File: src/pkg/plps_pkg.sv
// plps_pkg: register map, bit layouts and reset values of the port block
package plps_pkg;

  localparam logic [15:0] PLPS_ADDR_P1_DATA  = 16'hff01;
  localparam logic [15:0] PLPS_ADDR_P2_DATA  = 16'hff02;
  localparam logic [15:0] PLPS_ADDR_P3_DATA  = 16'hff03;
  localparam logic [15:0] PLPS_ADDR_P4_DATA  = 16'hff04;
  localparam logic [15:0] PLPS_ADDR_P10_DATA = 16'hff0a;
  localparam logic [15:0] PLPS_ADDR_P11_DATA = 16'hff0b;
  localparam logic [15:0] PLPS_ADDR_P12_DATA = 16'hff0c;
  localparam logic [15:0] PLPS_ADDR_P14_DATA = 16'hff0e;
  localparam logic [15:0] PLPS_ADDR_P15_DATA = 16'hff0f;
  localparam logic [15:0] PLPS_ADDR_P1_PU    = 16'hff31;
  localparam logic [15:0] PLPS_ADDR_P3_PU    = 16'hff33;
  localparam logic [15:0] PLPS_ADDR_P4_PU    = 16'hff34;
  localparam logic [15:0] PLPS_ADDR_P10_PU   = 16'hff3a;
  localparam logic [15:0] PLPS_ADDR_P11_PU   = 16'hff3b;
  localparam logic [15:0] PLPS_ADDR_P12_PU   = 16'hff3c;
  localparam logic [15:0] PLPS_ADDR_P14_PU   = 16'hff3e;
  localparam logic [15:0] PLPS_ADDR_P15_PU   = 16'hff3f;

  // implemented bits of each data latch, plus the read-only bits of port 12
  localparam logic [7:0] PLPS_MASK_P1_DATA  = 8'h0c;
  localparam logic [7:0] PLPS_MASK_P2_DATA  = 8'h3f;
  localparam logic [7:0] PLPS_MASK_P3_DATA  = 8'h1e;
  localparam logic [7:0] PLPS_MASK_P4_DATA  = 8'h01;
  localparam logic [7:0] PLPS_MASK_P10_DATA = 8'h03;
  localparam logic [7:0] PLPS_MASK_P11_DATA = 8'h0c;
  localparam logic [7:0] PLPS_MASK_P12_DATA = 8'h01;
  localparam logic [7:0] PLPS_MASK_P12_RO   = 8'h1e;
  localparam logic [7:0] PLPS_MASK_P14_DATA = 8'h0f;
  localparam logic [7:0] PLPS_MASK_P15_DATA = 8'h0f;
  // implemented bits of each pull-up enable
  localparam logic [7:0] PLPS_MASK_P1_PU    = 8'h0c;
  localparam logic [7:0] PLPS_MASK_P3_PU    = 8'h1e;
  localparam logic [7:0] PLPS_MASK_P4_PU    = 8'h01;
  localparam logic [7:0] PLPS_MASK_P10_PU   = 8'h03;
  localparam logic [7:0] PLPS_MASK_P11_PU   = 8'h0c;
  localparam logic [7:0] PLPS_MASK_P12_PU   = 8'h01;
  localparam logic [7:0] PLPS_MASK_P14_PU   = 8'h0f;
  localparam logic [7:0] PLPS_MASK_P15_PU   = 8'h0f;

  localparam logic [7:0] PLPS_RST_DATA = 8'h00;
  localparam logic [7:0] PLPS_RST_PU   = 8'h00;

  localparam int PLPS_NPORT = 9;
  // port slots: 0=P1 1=P2 2=P3 3=P4 4=P10 5=P11 6=P12 7=P14 8=P15
  localparam int PLPS_SLOT_P12 = 6;

endpackage

File: src/verilog/plps_port_slot.sv
// plps_port_slot: one 8-bit port, its data latch and pull-up enable
`timescale 1ns/1ps
module plps_port_slot
  import plps_pkg::*;
#(
  parameter logic [7:0] DATA_MASK = 8'h00,
  parameter logic [7:0] PU_MASK   = 8'h00,
  parameter logic [7:0] RO_MASK   = 8'h00
)
(
  // clock and reset
  input  wire logic       i_ref_clk,
  input  wire logic       i_sys_rst,
  // register writes
  input  wire logic       i_data_wr,
  input  wire logic       i_pu_wr,
  input  wire logic       i_bit_op,
  input  wire logic [2:0] i_bit_sel,
  input  wire logic [7:0] i_wdata,
  // pin side
  input  wire logic [7:0] i_pin_sync,
  input  wire logic [7:0] i_out_mode,
  input  wire logic [7:0] i_alt_out,
  input  wire logic [7:0] i_clk_in_mode,
  // results
  output logic      [7:0] o_data_rd,
  output logic      [7:0] o_pu_rd,
  output logic      [7:0] o_pin_out,
  output logic      [7:0] o_pin_oe,
  output logic      [7:0] o_pullup_on
);

  typedef struct packed {
    logic [7:0] latch;
    logic [7:0] pu;
    logic [7:0] pout;
    logic [7:0] poe;
    logic [7:0] pull;
    logic [7:0] drd;
  } plps_slot_t;

  plps_slot_t st_reg;
  plps_slot_t st_next;

  // merge a bit or byte write into the old value, keeping absent bits zero
  function automatic logic [7:0] plps_merge(input logic [7:0] old_v,
                                            input logic [7:0] wv,
                                            input logic       bitop,
                                            input logic [2:0] sel,
                                            input logic [7:0] msk);
    logic [7:0] r;
    r = old_v;
    if (bitop)
      r[sel] = wv[0];
    else
      r = wv;
    return r & msk;
  endfunction

  always_comb
  begin
    st_next = st_reg;
    if (i_data_wr)
      st_next.latch = plps_merge(st_reg.latch, i_wdata, i_bit_op,
                                 i_bit_sel, DATA_MASK);
    if (i_pu_wr)
      st_next.pu = plps_merge(st_reg.pu, i_wdata, i_bit_op,
                              i_bit_sel, PU_MASK);
    st_next.pout = st_next.latch;
    st_next.poe  = i_out_mode & DATA_MASK;
    // pull-up only on input-mode pins, never on any driven output
    st_next.pull = st_next.pu & ~i_out_mode & ~i_alt_out;
    st_next.drd  = ((i_out_mode & st_next.latch) |
                    (~i_out_mode & i_pin_sync)) & DATA_MASK;
    st_next.drd  = st_next.drd | (i_pin_sync & RO_MASK & ~i_clk_in_mode);
    st_next.drd  = st_next.drd & ~(i_clk_in_mode & RO_MASK);
    if (i_sys_rst)
    begin
      st_next = '0;
      st_next.latch = PLPS_RST_DATA;
      st_next.pu    = PLPS_RST_PU;
    end
  end

  always_ff @(posedge i_ref_clk)
  begin
    st_reg <= st_next;
  end

  assign o_data_rd   = st_reg.drd;
  assign o_pu_rd     = st_reg.pu;
  assign o_pin_out   = st_reg.pout;
  assign o_pin_oe    = st_reg.poe;
  assign o_pullup_on = st_reg.pull;

endmodule

File: src/verilog/plps_top.sv
// plps_top: port output latches, pull-up enables and CPU register access
// Contract
// - In output mode a stored 0 drives low, a stored 1 drives high.
// - Port 12 bits 1 to 4 are read-only; writes do nothing.
// - Pins in clock-input mode always read as 0; the code forces 0 only on port 12 bits 1 to 4.
// - Pull-up connects per bit only when enabled and pin is input.
// - Output or alternate-output pins never get a pull-up.
// - Pull-up enable 0 disconnects, 1 connects.
// - All pull-up enables clear to zero on reset.
// - Pull-up enables take bit and byte writes; bit write touches one bit.
// - Output latches clear on reset and hold until next write.
// - Input-mode read returns pin level, latch unchanged.
// - Output-mode read returns the latch value.
`timescale 1ns/1ps
module plps_top
  import plps_pkg::*;
(
  // clock and reset
  input  wire logic        i_ref_clk,
  input  wire logic        i_sys_rst,
  // cpu memory access
  input  wire logic        i_cpu_wr,
  input  wire logic        i_cpu_rd,
  input  wire logic        i_cpu_bit_op,
  input  wire logic [2:0]  i_cpu_bit_sel,
  input  wire logic [15:0] i_cpu_addr,
  input  wire logic [7:0]  i_cpu_wdata,
  output logic      [7:0]  o_cpu_rdata,
  output logic             o_cpu_hit,
  // pin configuration from the mode and function logic, slot-major
  input  wire logic [71:0] i_out_mode,
  input  wire logic [71:0] i_alt_out,
  input  wire logic [71:0] i_clk_in_mode,
  // pins
  input  wire logic [71:0] i_pin_in,
  output logic      [71:0] o_pin_out,
  output logic      [71:0] o_pin_oe,
  output logic      [71:0] o_pullup_on
);

  // implemented bits per slot; port 2 has no pull-up register
  localparam logic [7:0] DMASK [PLPS_NPORT] = '{
    PLPS_MASK_P1_DATA,
    PLPS_MASK_P2_DATA,
    PLPS_MASK_P3_DATA,
    PLPS_MASK_P4_DATA,
    PLPS_MASK_P10_DATA,
    PLPS_MASK_P11_DATA,
    PLPS_MASK_P12_DATA,
    PLPS_MASK_P14_DATA,
    PLPS_MASK_P15_DATA
  };
  localparam logic [7:0] PMASK [PLPS_NPORT] = '{
    PLPS_MASK_P1_PU,
    8'h00,
    PLPS_MASK_P3_PU,
    PLPS_MASK_P4_PU,
    PLPS_MASK_P10_PU,
    PLPS_MASK_P11_PU,
    PLPS_MASK_P12_PU,
    PLPS_MASK_P14_PU,
    PLPS_MASK_P15_PU
  };
  // port 12 bits 1 to 4 read their pins and keep no latch
  localparam logic [7:0] RMASK [PLPS_NPORT] = '{
    8'h00,
    8'h00,
    8'h00,
    8'h00,
    8'h00,
    8'h00,
    PLPS_MASK_P12_RO,
    8'h00,
    8'h00
  };

  typedef logic [7:0] plps_byte_arr_t [PLPS_NPORT];

  // one-hot slot of the data latch at an address, zero when unmapped
  function automatic logic [PLPS_NPORT-1:0] plps_data_hit(
    input logic [15:0] addr);
    logic [PLPS_NPORT-1:0] hit;
    hit = '0;
    case (addr)
      PLPS_ADDR_P1_DATA:  hit[0] = 1'b1;
      PLPS_ADDR_P2_DATA:  hit[1] = 1'b1;
      PLPS_ADDR_P3_DATA:  hit[2] = 1'b1;
      PLPS_ADDR_P4_DATA:  hit[3] = 1'b1;
      PLPS_ADDR_P10_DATA: hit[4] = 1'b1;
      PLPS_ADDR_P11_DATA: hit[5] = 1'b1;
      PLPS_ADDR_P12_DATA: hit[PLPS_SLOT_P12] = 1'b1;
      PLPS_ADDR_P14_DATA: hit[7] = 1'b1;
      PLPS_ADDR_P15_DATA: hit[8] = 1'b1;
      default:            hit = '0;
    endcase
    return hit;
  endfunction

  // port 2 has no pull-up register, so no address selects slot 1
  function automatic logic [PLPS_NPORT-1:0] plps_pu_hit(
    input logic [15:0] addr);
    logic [PLPS_NPORT-1:0] hit;
    hit = '0;
    case (addr)
      PLPS_ADDR_P1_PU:  hit[0] = 1'b1;
      PLPS_ADDR_P3_PU:  hit[2] = 1'b1;
      PLPS_ADDR_P4_PU:  hit[3] = 1'b1;
      PLPS_ADDR_P10_PU: hit[4] = 1'b1;
      PLPS_ADDR_P11_PU: hit[5] = 1'b1;
      PLPS_ADDR_P12_PU: hit[PLPS_SLOT_P12] = 1'b1;
      PLPS_ADDR_P14_PU: hit[7] = 1'b1;
      PLPS_ADDR_P15_PU: hit[8] = 1'b1;
      default:          hit = '0;
    endcase
    return hit;
  endfunction

  // a strobe reaches only the slot that the address selects
  function automatic logic [PLPS_NPORT-1:0] plps_gate(
    input logic [PLPS_NPORT-1:0] sel,
    input logic                  en);
    return en ? sel : '0;
  endfunction

  // or-select one byte out of the slot values; selects are one-hot
  function automatic logic [7:0] plps_pick(
    input logic [PLPS_NPORT-1:0] sel,
    input plps_byte_arr_t        vals);
    logic [7:0] r;
    r = 8'h00;
    for (int k = 0; k < PLPS_NPORT; k++)
    begin
      if (sel[k])
        r = r | vals[k];
    end
    return r;
  endfunction

  // sync1 may be metastable; nothing but sync2 reads it
  typedef struct packed {
    logic [71:0] sync1;
    logic [71:0] sync2;
    logic [7:0]  rdata;
    logic        hit;
  } plps_top_t;

  plps_top_t st_reg;
  plps_top_t st_next;

  logic [PLPS_NPORT-1:0] data_sel;
  logic [PLPS_NPORT-1:0] pu_sel;
  logic [PLPS_NPORT-1:0] data_wr;
  logic [PLPS_NPORT-1:0] pu_wr;
  plps_byte_arr_t        data_rd;
  plps_byte_arr_t        pu_rd;

  // one decode feeds both the write strobes and the read mux
  always_comb
  begin
    data_sel = plps_data_hit(i_cpu_addr);
    pu_sel   = plps_pu_hit(i_cpu_addr);
    data_wr  = plps_gate(data_sel, i_cpu_wr);
    pu_wr    = plps_gate(pu_sel, i_cpu_wr);
  end

  // bit writes merge into each slot's own latch, never the pin level
  genvar g;
  generate
    for (g = 0; g < PLPS_NPORT; g++)
    begin : g_slot
      plps_port_slot #(
        .DATA_MASK (DMASK[g]),
        .PU_MASK   (PMASK[g]),
        .RO_MASK   (RMASK[g])
      ) u_slot (
        .i_ref_clk     (i_ref_clk),
        .i_sys_rst     (i_sys_rst),
        .i_data_wr     (data_wr[g]),
        .i_pu_wr       (pu_wr[g]),
        .i_bit_op      (i_cpu_bit_op),
        .i_bit_sel     (i_cpu_bit_sel),
        .i_wdata       (i_cpu_wdata),
        .i_pin_sync    (st_reg.sync2[g*8 +: 8]),
        .i_out_mode    (i_out_mode[g*8 +: 8]),
        .i_alt_out     (i_alt_out[g*8 +: 8]),
        .i_clk_in_mode (i_clk_in_mode[g*8 +: 8]),
        .o_data_rd     (data_rd[g]),
        .o_pu_rd       (pu_rd[g]),
        .o_pin_out     (o_pin_out[g*8 +: 8]),
        .o_pin_oe      (o_pin_oe[g*8 +: 8]),
        .o_pullup_on   (o_pullup_on[g*8 +: 8])
      );
    end
  endgenerate

  // read data registered; unmapped addresses answer zero
  always_comb
  begin
    st_next = st_reg;
    st_next.sync1 = i_pin_in;
    st_next.sync2 = st_reg.sync1;
    st_next.hit   = 1'b0;
    st_next.rdata = 8'h00;
    if (i_cpu_rd)
    begin
      // selects are one-hot, so or-ing both picks yields one register
      st_next.rdata = plps_pick(data_sel, data_rd) |
                      plps_pick(pu_sel, pu_rd);
      st_next.hit   = |{data_sel, pu_sel};
    end
    if (i_sys_rst)
      st_next = '0;
  end

  always_ff @(posedge i_ref_clk)
  begin
    st_reg <= st_next;
  end

  // read answer stands for one cycle, then falls back to zero
  assign o_cpu_rdata = st_reg.rdata;
  assign o_cpu_hit   = st_reg.hit;

endmodule

File: config.mk
export PLATFORM = sky130hd
export DESIGN_NAME = plps_top
export DESIGN_NICKNAME = d
export VERILOG_FILES = /design/src/pkg/plps_pkg.sv /design/src/verilog/plps_port_slot.sv /design/src/verilog/plps_top.sv
export SDC_FILE = /design/constraint.sdc
export NUM_CORES = 1
export LEC_CHECK = 0
export BUFFER_PORTS_ARGS = -buffer_cell sky130_fd_sc_hd__buf_2
export CAP_MARGIN = 20
export CORE_AREA = 3 3 210 212
export DETAILED_ROUTE_END_ITERATION = 10
export DIE_AREA = 0 0 213 215
export PLACE_DENSITY = 0.6
export RECOVER_POWER = 50
export SYNTH_ARGS = -nofsm -noshare
export SYNTH_HDL_FRONTEND = slang
export SYNTH_SLANG_ARGS = --single-unit
File: constraint.sdc
create_clock -name i_ref_clk -period 6 [get_ports i_ref_clk]
set_input_delay 1.5 -clock i_ref_clk [delete_from_list [all_inputs] [get_ports i_ref_clk]]
set_output_delay 1.5 -clock i_ref_clk [all_outputs]
set_load 0.05 [all_outputs]
# Word level (Yosys, flattened, before mapping)
# Index checks and enable logic that the tools add are counted.
# totals
ff_bits,505
latch_bits,0
ramBits,0
mem_bits_ro,0
input_bits,320
output_inout_bits,225
elab_cells,280
n_memories,0
# op_classes
addsub,0
n_mul,0
div,0
order_cmp,2
eq_ne,17
shift,0
n_mux,107
n_bitwise,85
n_reduce_logical,3
# ops
operator,count
8-bit two-way mux,52
16-bit equality test (second input constant),17
8-bit AND,19
8-bit inverter,19
8-bit bitwise mux,17
8-bit bitwise OR,16
4-bit AND,8
4-bit two-way mux,8
1-bit two-way mux,22
9-bit two-way mux,2
17-bit OR reduction,1
4-bit bitwise OR,4
6-bit AND,2
5-bit AND,2
5-bit two-way mux,2
5-bit by 8-bit AND with 8-bit output,1
5-bit inverter with 8-bit output,1
1-bit by 8-bit bitwise OR with 8-bit output,1
6-bit two-way mux,1
6-bit bitwise OR,1
5-bit bitwise OR,1
1-bit AND,4
2-bit AND,2
3-bit by 4-bit less-than comparator with 1-bit output (second input constant),1
8 further kinds,10

# Depth between registers and ports, before layout
# depth
depth_word,29
ltp_mapped,8
depth_no_buf,5

# Cells and area by module
# A second synthesis with hierarchy kept.
# hier_totals
cells_unflattened,1458
hier_area_um2,14981.9
# modules_own_cells
module,n_inst,cells_each,area_per_inst_um2,seq_area_each_um2
plps_top,1,569,5730.5,3062.9
plps_port_slot at g_slot[7].u_slot ...,2,116,1153.6,560.5
plps_port_slot at g_slot[2].u_slot,1,124,1270.0,580.6
plps_port_slot at g_slot[1].u_slot,1,117,1243.7,680.7
plps_port_slot at g_slot[5].u_slot,1,93,964.7,480.5
plps_port_slot at g_slot[0].u_slot,1,92,957.2,480.5
plps_port_slot at g_slot[4].u_slot,1,90,912.1,440.4
plps_port_slot at g_slot[6].u_slot,1,73,845.8,460.4
plps_port_slot at g_slot[3].u_slot,1,68,750.7,380.4

# Least setup slack after synthesis
# No wires, ideal clock.
# synth_timing
path_type,input to register
start,input i_cpu_addr[4]
end,register g_slot[1].u_slot.st_reg (netlist bit g_slot[1].u_slot.o_data_rd[4])
setup_time_ns,0.073
t_arrival_ns,2.930
t_required_ns,5.927
slack_ns,2.997
stages,5
path_buffers,0
cell_sequence,or4_4 -> nor4_4 -> a32oi_1 -> o2111a_1 -> nor3_2
# synth_via
elab_chain_cells,6
# synth_lines
element,line,rtl
start: declaration,plps_top.sv:26,"input wire logic [15:0] i_cpu_addr,"
16-bit equality test,plps_top.sv:84,case (addr)
1-bit two-way mux,plps_top.sv:84,
9-bit two-way mux,plps_top.sv:122,return en ? sel : '0;
8-bit two-way mux,plps_port_slot.sv:63,if (i_data_wr)
6-bit AND,plps_port_slot.sv:73,st_next.drd = ((i_out_mode & st_next.latch) |
6-bit bitwise OR,plps_port_slot.sv:73,
end signal: assignment,plps_port_slot.sv:87,st_reg <= st_next;
end: declaration,plps_port_slot.sv:42,plps_slot_t st_reg;
# No other way between the ends.
# A chain may end at the register's enable or synchronous reset.

==> results.toml <==
[outcome]
status = "finished with violations"
violations = "capacitance limit, slew limit"

[worst_setup_path]
path_max_fanout = 113
reg2reg_from = "g_slot[0].u_slot.o_pu_rd[0]"
crit_path_max_incr_delay_ns = 1.65
critical_path_class = "primary input to register"
crit_chain = "clkbuf_2 -> buf_4 -> a211oi_1 -> nor3b_2"
reg2regPathDepth = 5
timing.rr.end = "o_cpu_rdata[0]"
reg2reg_slack_ns = 4.47
cp.required_ns = 6.42
worst_setup_path_end_kind = "register"
slowest_stage = "clkbuf_2"
cp.arrival_ns = 4.50
startpoint_type = "primary input"

[sta]
finalSetupViolCount = 0
fmax_mhz = 245.6
timing.slew.headroom_pct = -62.85
worst_slew_pin_slew_ns = 2.443
fin_skew_ns = 0.01638
hold_violations = 0
rsz0062_at_grt = "no"
fin_setup_tns_ns = 0
period_needed_ns = 4.072
maxSlewViolCount = 114
period_share_pct = 67.86
holdWs_ns = 0.4373

[global_routing]
track_usage_pct = 15.90
grt_pass1_wl_um = 53390
gr-total-overflow = 0
grt_max_degree = 114
grt_pass1_vias = 8419
antenna_found_initial = 11

[power]
seq_power_share_pct = 44.1
ir_drop_mv = 0.2281
swShare_pct = 26.49
total_power_uw = 4387
leakagePower_uw = 0.005261
clockPowerShare_pct = 47.2
p_int_uw = 3225
comb_power_share_pct = 8.8
p_per_area_mw_per_mm2 = 328.6
power.switching_uw = 1162

[synth]
synth_flop_cell = "dfxtp_1"
synthMuxAreaShare_pct = 2.008
yosys.area_share.simple_pct = 22.43
synth_compound_area_share_pct = 12.45
synth_top_area_share_pct = 53.68
synth_top_family_by_area = "simple AND/OR/NAND/NOR gates"
synth_xor_area_share_pct = 0
ys_types = 69
synth_warnings = 0
synth-seq-cells = 284
synthAdderAreaFrac_pct = 0
syn_area_mm2 = 0.01059
synth_cells = 1020
synth_sequential_area_ratio_pct = 53.68
synth_edf_count = 0
async_reset_ff_share_pct = 0
postSynthAreaPerCell_um2 = 10.38
yosysTopAreaCell = "dfxtp_1"
synth.area.top_cells = "dfxtp_1 (54%), buf_4 (7.4%), nor2b_1 (5.4%)"

[min_path]
hold_path_end = "st_reg[29]"
hold_depth = 1
worstHoldPathType = "register to register"
hp-start = "st_reg[101]"

[floorplan]
boundaryPins = 545
fp-row-count = 75
die_w_um = 213
die_h_um = 215
coreArea_mm2 = 0.04213
dieArea_mm2 = 0.04580
initial_core_util_pct = 25.14

[placed_design]
dp.final_hpwl_um = 29210
io_buffers = 327
globalplace.congestion = 0.8413

[clock_tree]
clk_pin_slew_worst_paths_ns = 0.06
cts_tree = "yes"
cts_root_buffer = "clkbuf_16"
clock_latency_ns = 0.54
ctsHoldBuffers = 0
clock-sinks = 284
cts_buffers = 35
post_cts_buffers = 0
cts_max_path_buffers = 3
cts_resized = 0
cts.htree.levels = 2

[job]
max_cap_viol_count = 1

[route]
avgRoutedWirePerCell_um = 19.93
drcViolationCount = 0
postRouteAntennaNets = 0
num_vias = 8385
viasPerCell = 4.399
drt-pass1-iter-count = 5
routed_wl_um = 37980
drtIter0Drc = 385

[finish]
fillers = 4466
final_core_util_pct = 31.69
nets = 1657
area_growth_pct = 26.05
drive_above_1_share_pct = 22.61
-- power groups by stage --
stage | sequential [µW] | clock (µW) | combinational (µW)
2_1_floorplan | 2000 | 0 | 273
3_3_place_gp | 1970 | 0 | 384
3_5_place_dp | 1970 | 0 | 386
4_1_cts | 1930 | 2150 | 387
5_1_grt | 1930 | 2220 | 410
6_report | 1930 | 2070 | 384
-- cell type report --
cell class                 count  area (µm²)  area share [%]
sequential                   284        5685           42.59
multi-input combinational    675        4284           32.09
timing repair buffer         336        1545           11.57
clock buffer                  45       983.4           7.366
tap                          539       674.4           5.052
clock inverter                17       146.4           1.097
inverter                       5       18.77          0.1406
antenna                        5       12.51         0.09372
-- through the flow --
step / area [µm²] / cells / worst slack [ns]
6_report: 13350 / 1906 / 1.928
5_1_grt: 13340 / 1903 / 1.563
4_1_cts: 13500 / 1900 / 2.375
3_5_place_dp: 12370 / 1838 / 1.805
3_3_place_gp: 12370 / 1838 / 1.888
2_1_floorplan: 10940 / 1114 / 2.997
-- synthesized netlist by cell type, drive strengths merged (13+ instances only) --
cell type,n
nor3b,68
clkbuf,26
and2,46
o21ai,13
mux2i,19
dfxtp,284
buf,124
a211oi,38
a31oi,26
nand3,17
a21oi,27
a22oi,14
o31a,17
nand2,22
nor2,76
nor2b,92
-- how the worst max path moves through the flow --
| stage | cells after the start | start | endpoint |
|---|---|---|---|
| floorplan | 5 | i_cpu_addr[4] | g_slot[1].u_slot.o_data_rd[4] |
| global placement | 6 | i_cpu_wdata[0] | g_slot[5].u_slot.o_pullup_on[2] |
| detailed placement | 6 | i_cpu_wdata[0] | g_slot[2].u_slot.o_pullup_on[3] |
| CTS | 6 | i_cpu_wdata[0] | g_slot[2].u_slot.o_pullup_on[3] |
| global route | 4 | i_sys_rst | g_slot[0].u_slot.o_pullup_on[1] |
| finish | 4 | i_sys_rst | g_slot[7].u_slot.o_pullup_on[1] |
-- critical path, delay by kind of cell --
| family | cells | cell delay [ns] |
|---|---|---|
| buf+inv | 2 | 2.47 |
| compound gates | 1 | 0.22 |
| simple gates | 1 | 0.24 |
-- cell usage in the layout (no fill, tap or decap), types with 6 or more instances in the layout --
master and n:
a211oi_1 36, a21oi_1 27, a22o_1 7, a22oi_1 14, a31oi_1 26, and2_1 41, buf_2 196, buf_4 8
clkbuf_1 133, clkbuf_16 35, clkbuf_8 7, clkinv_2 6, conb_1 95, dfxtp_1 284, mux2i_1 19, nand2_1 22
nand3_1 17, nand4_1 8, nor2_1 76, nor2b_1 92, nor3b_1 56, nor3b_2 12, nor4_1 7, o21ai_0 12
o31a_1 17
-- logic make-up (layout without fill, tap and decap cells) --
family / Yosys count / count (layout)
other: 1 / 100
AOI/OAI and AO/OA: 181 / 181
DFF: 284 / 284
buffers and inverters: 155 / 403
and+or+nand+nor: 378 / 378
muxes: 21 / 21
-- metal layers --
layer | global-route usage (%) | part of all wire (%)
met2 | 25.62 | 46
met3 | 5.790 | 9.4
met4 | 6.520 | 3.5
met5 | 0 | 0.19
met1 | 19.14 | 41
No activity file was read; power rests on OpenSTA's default activity.
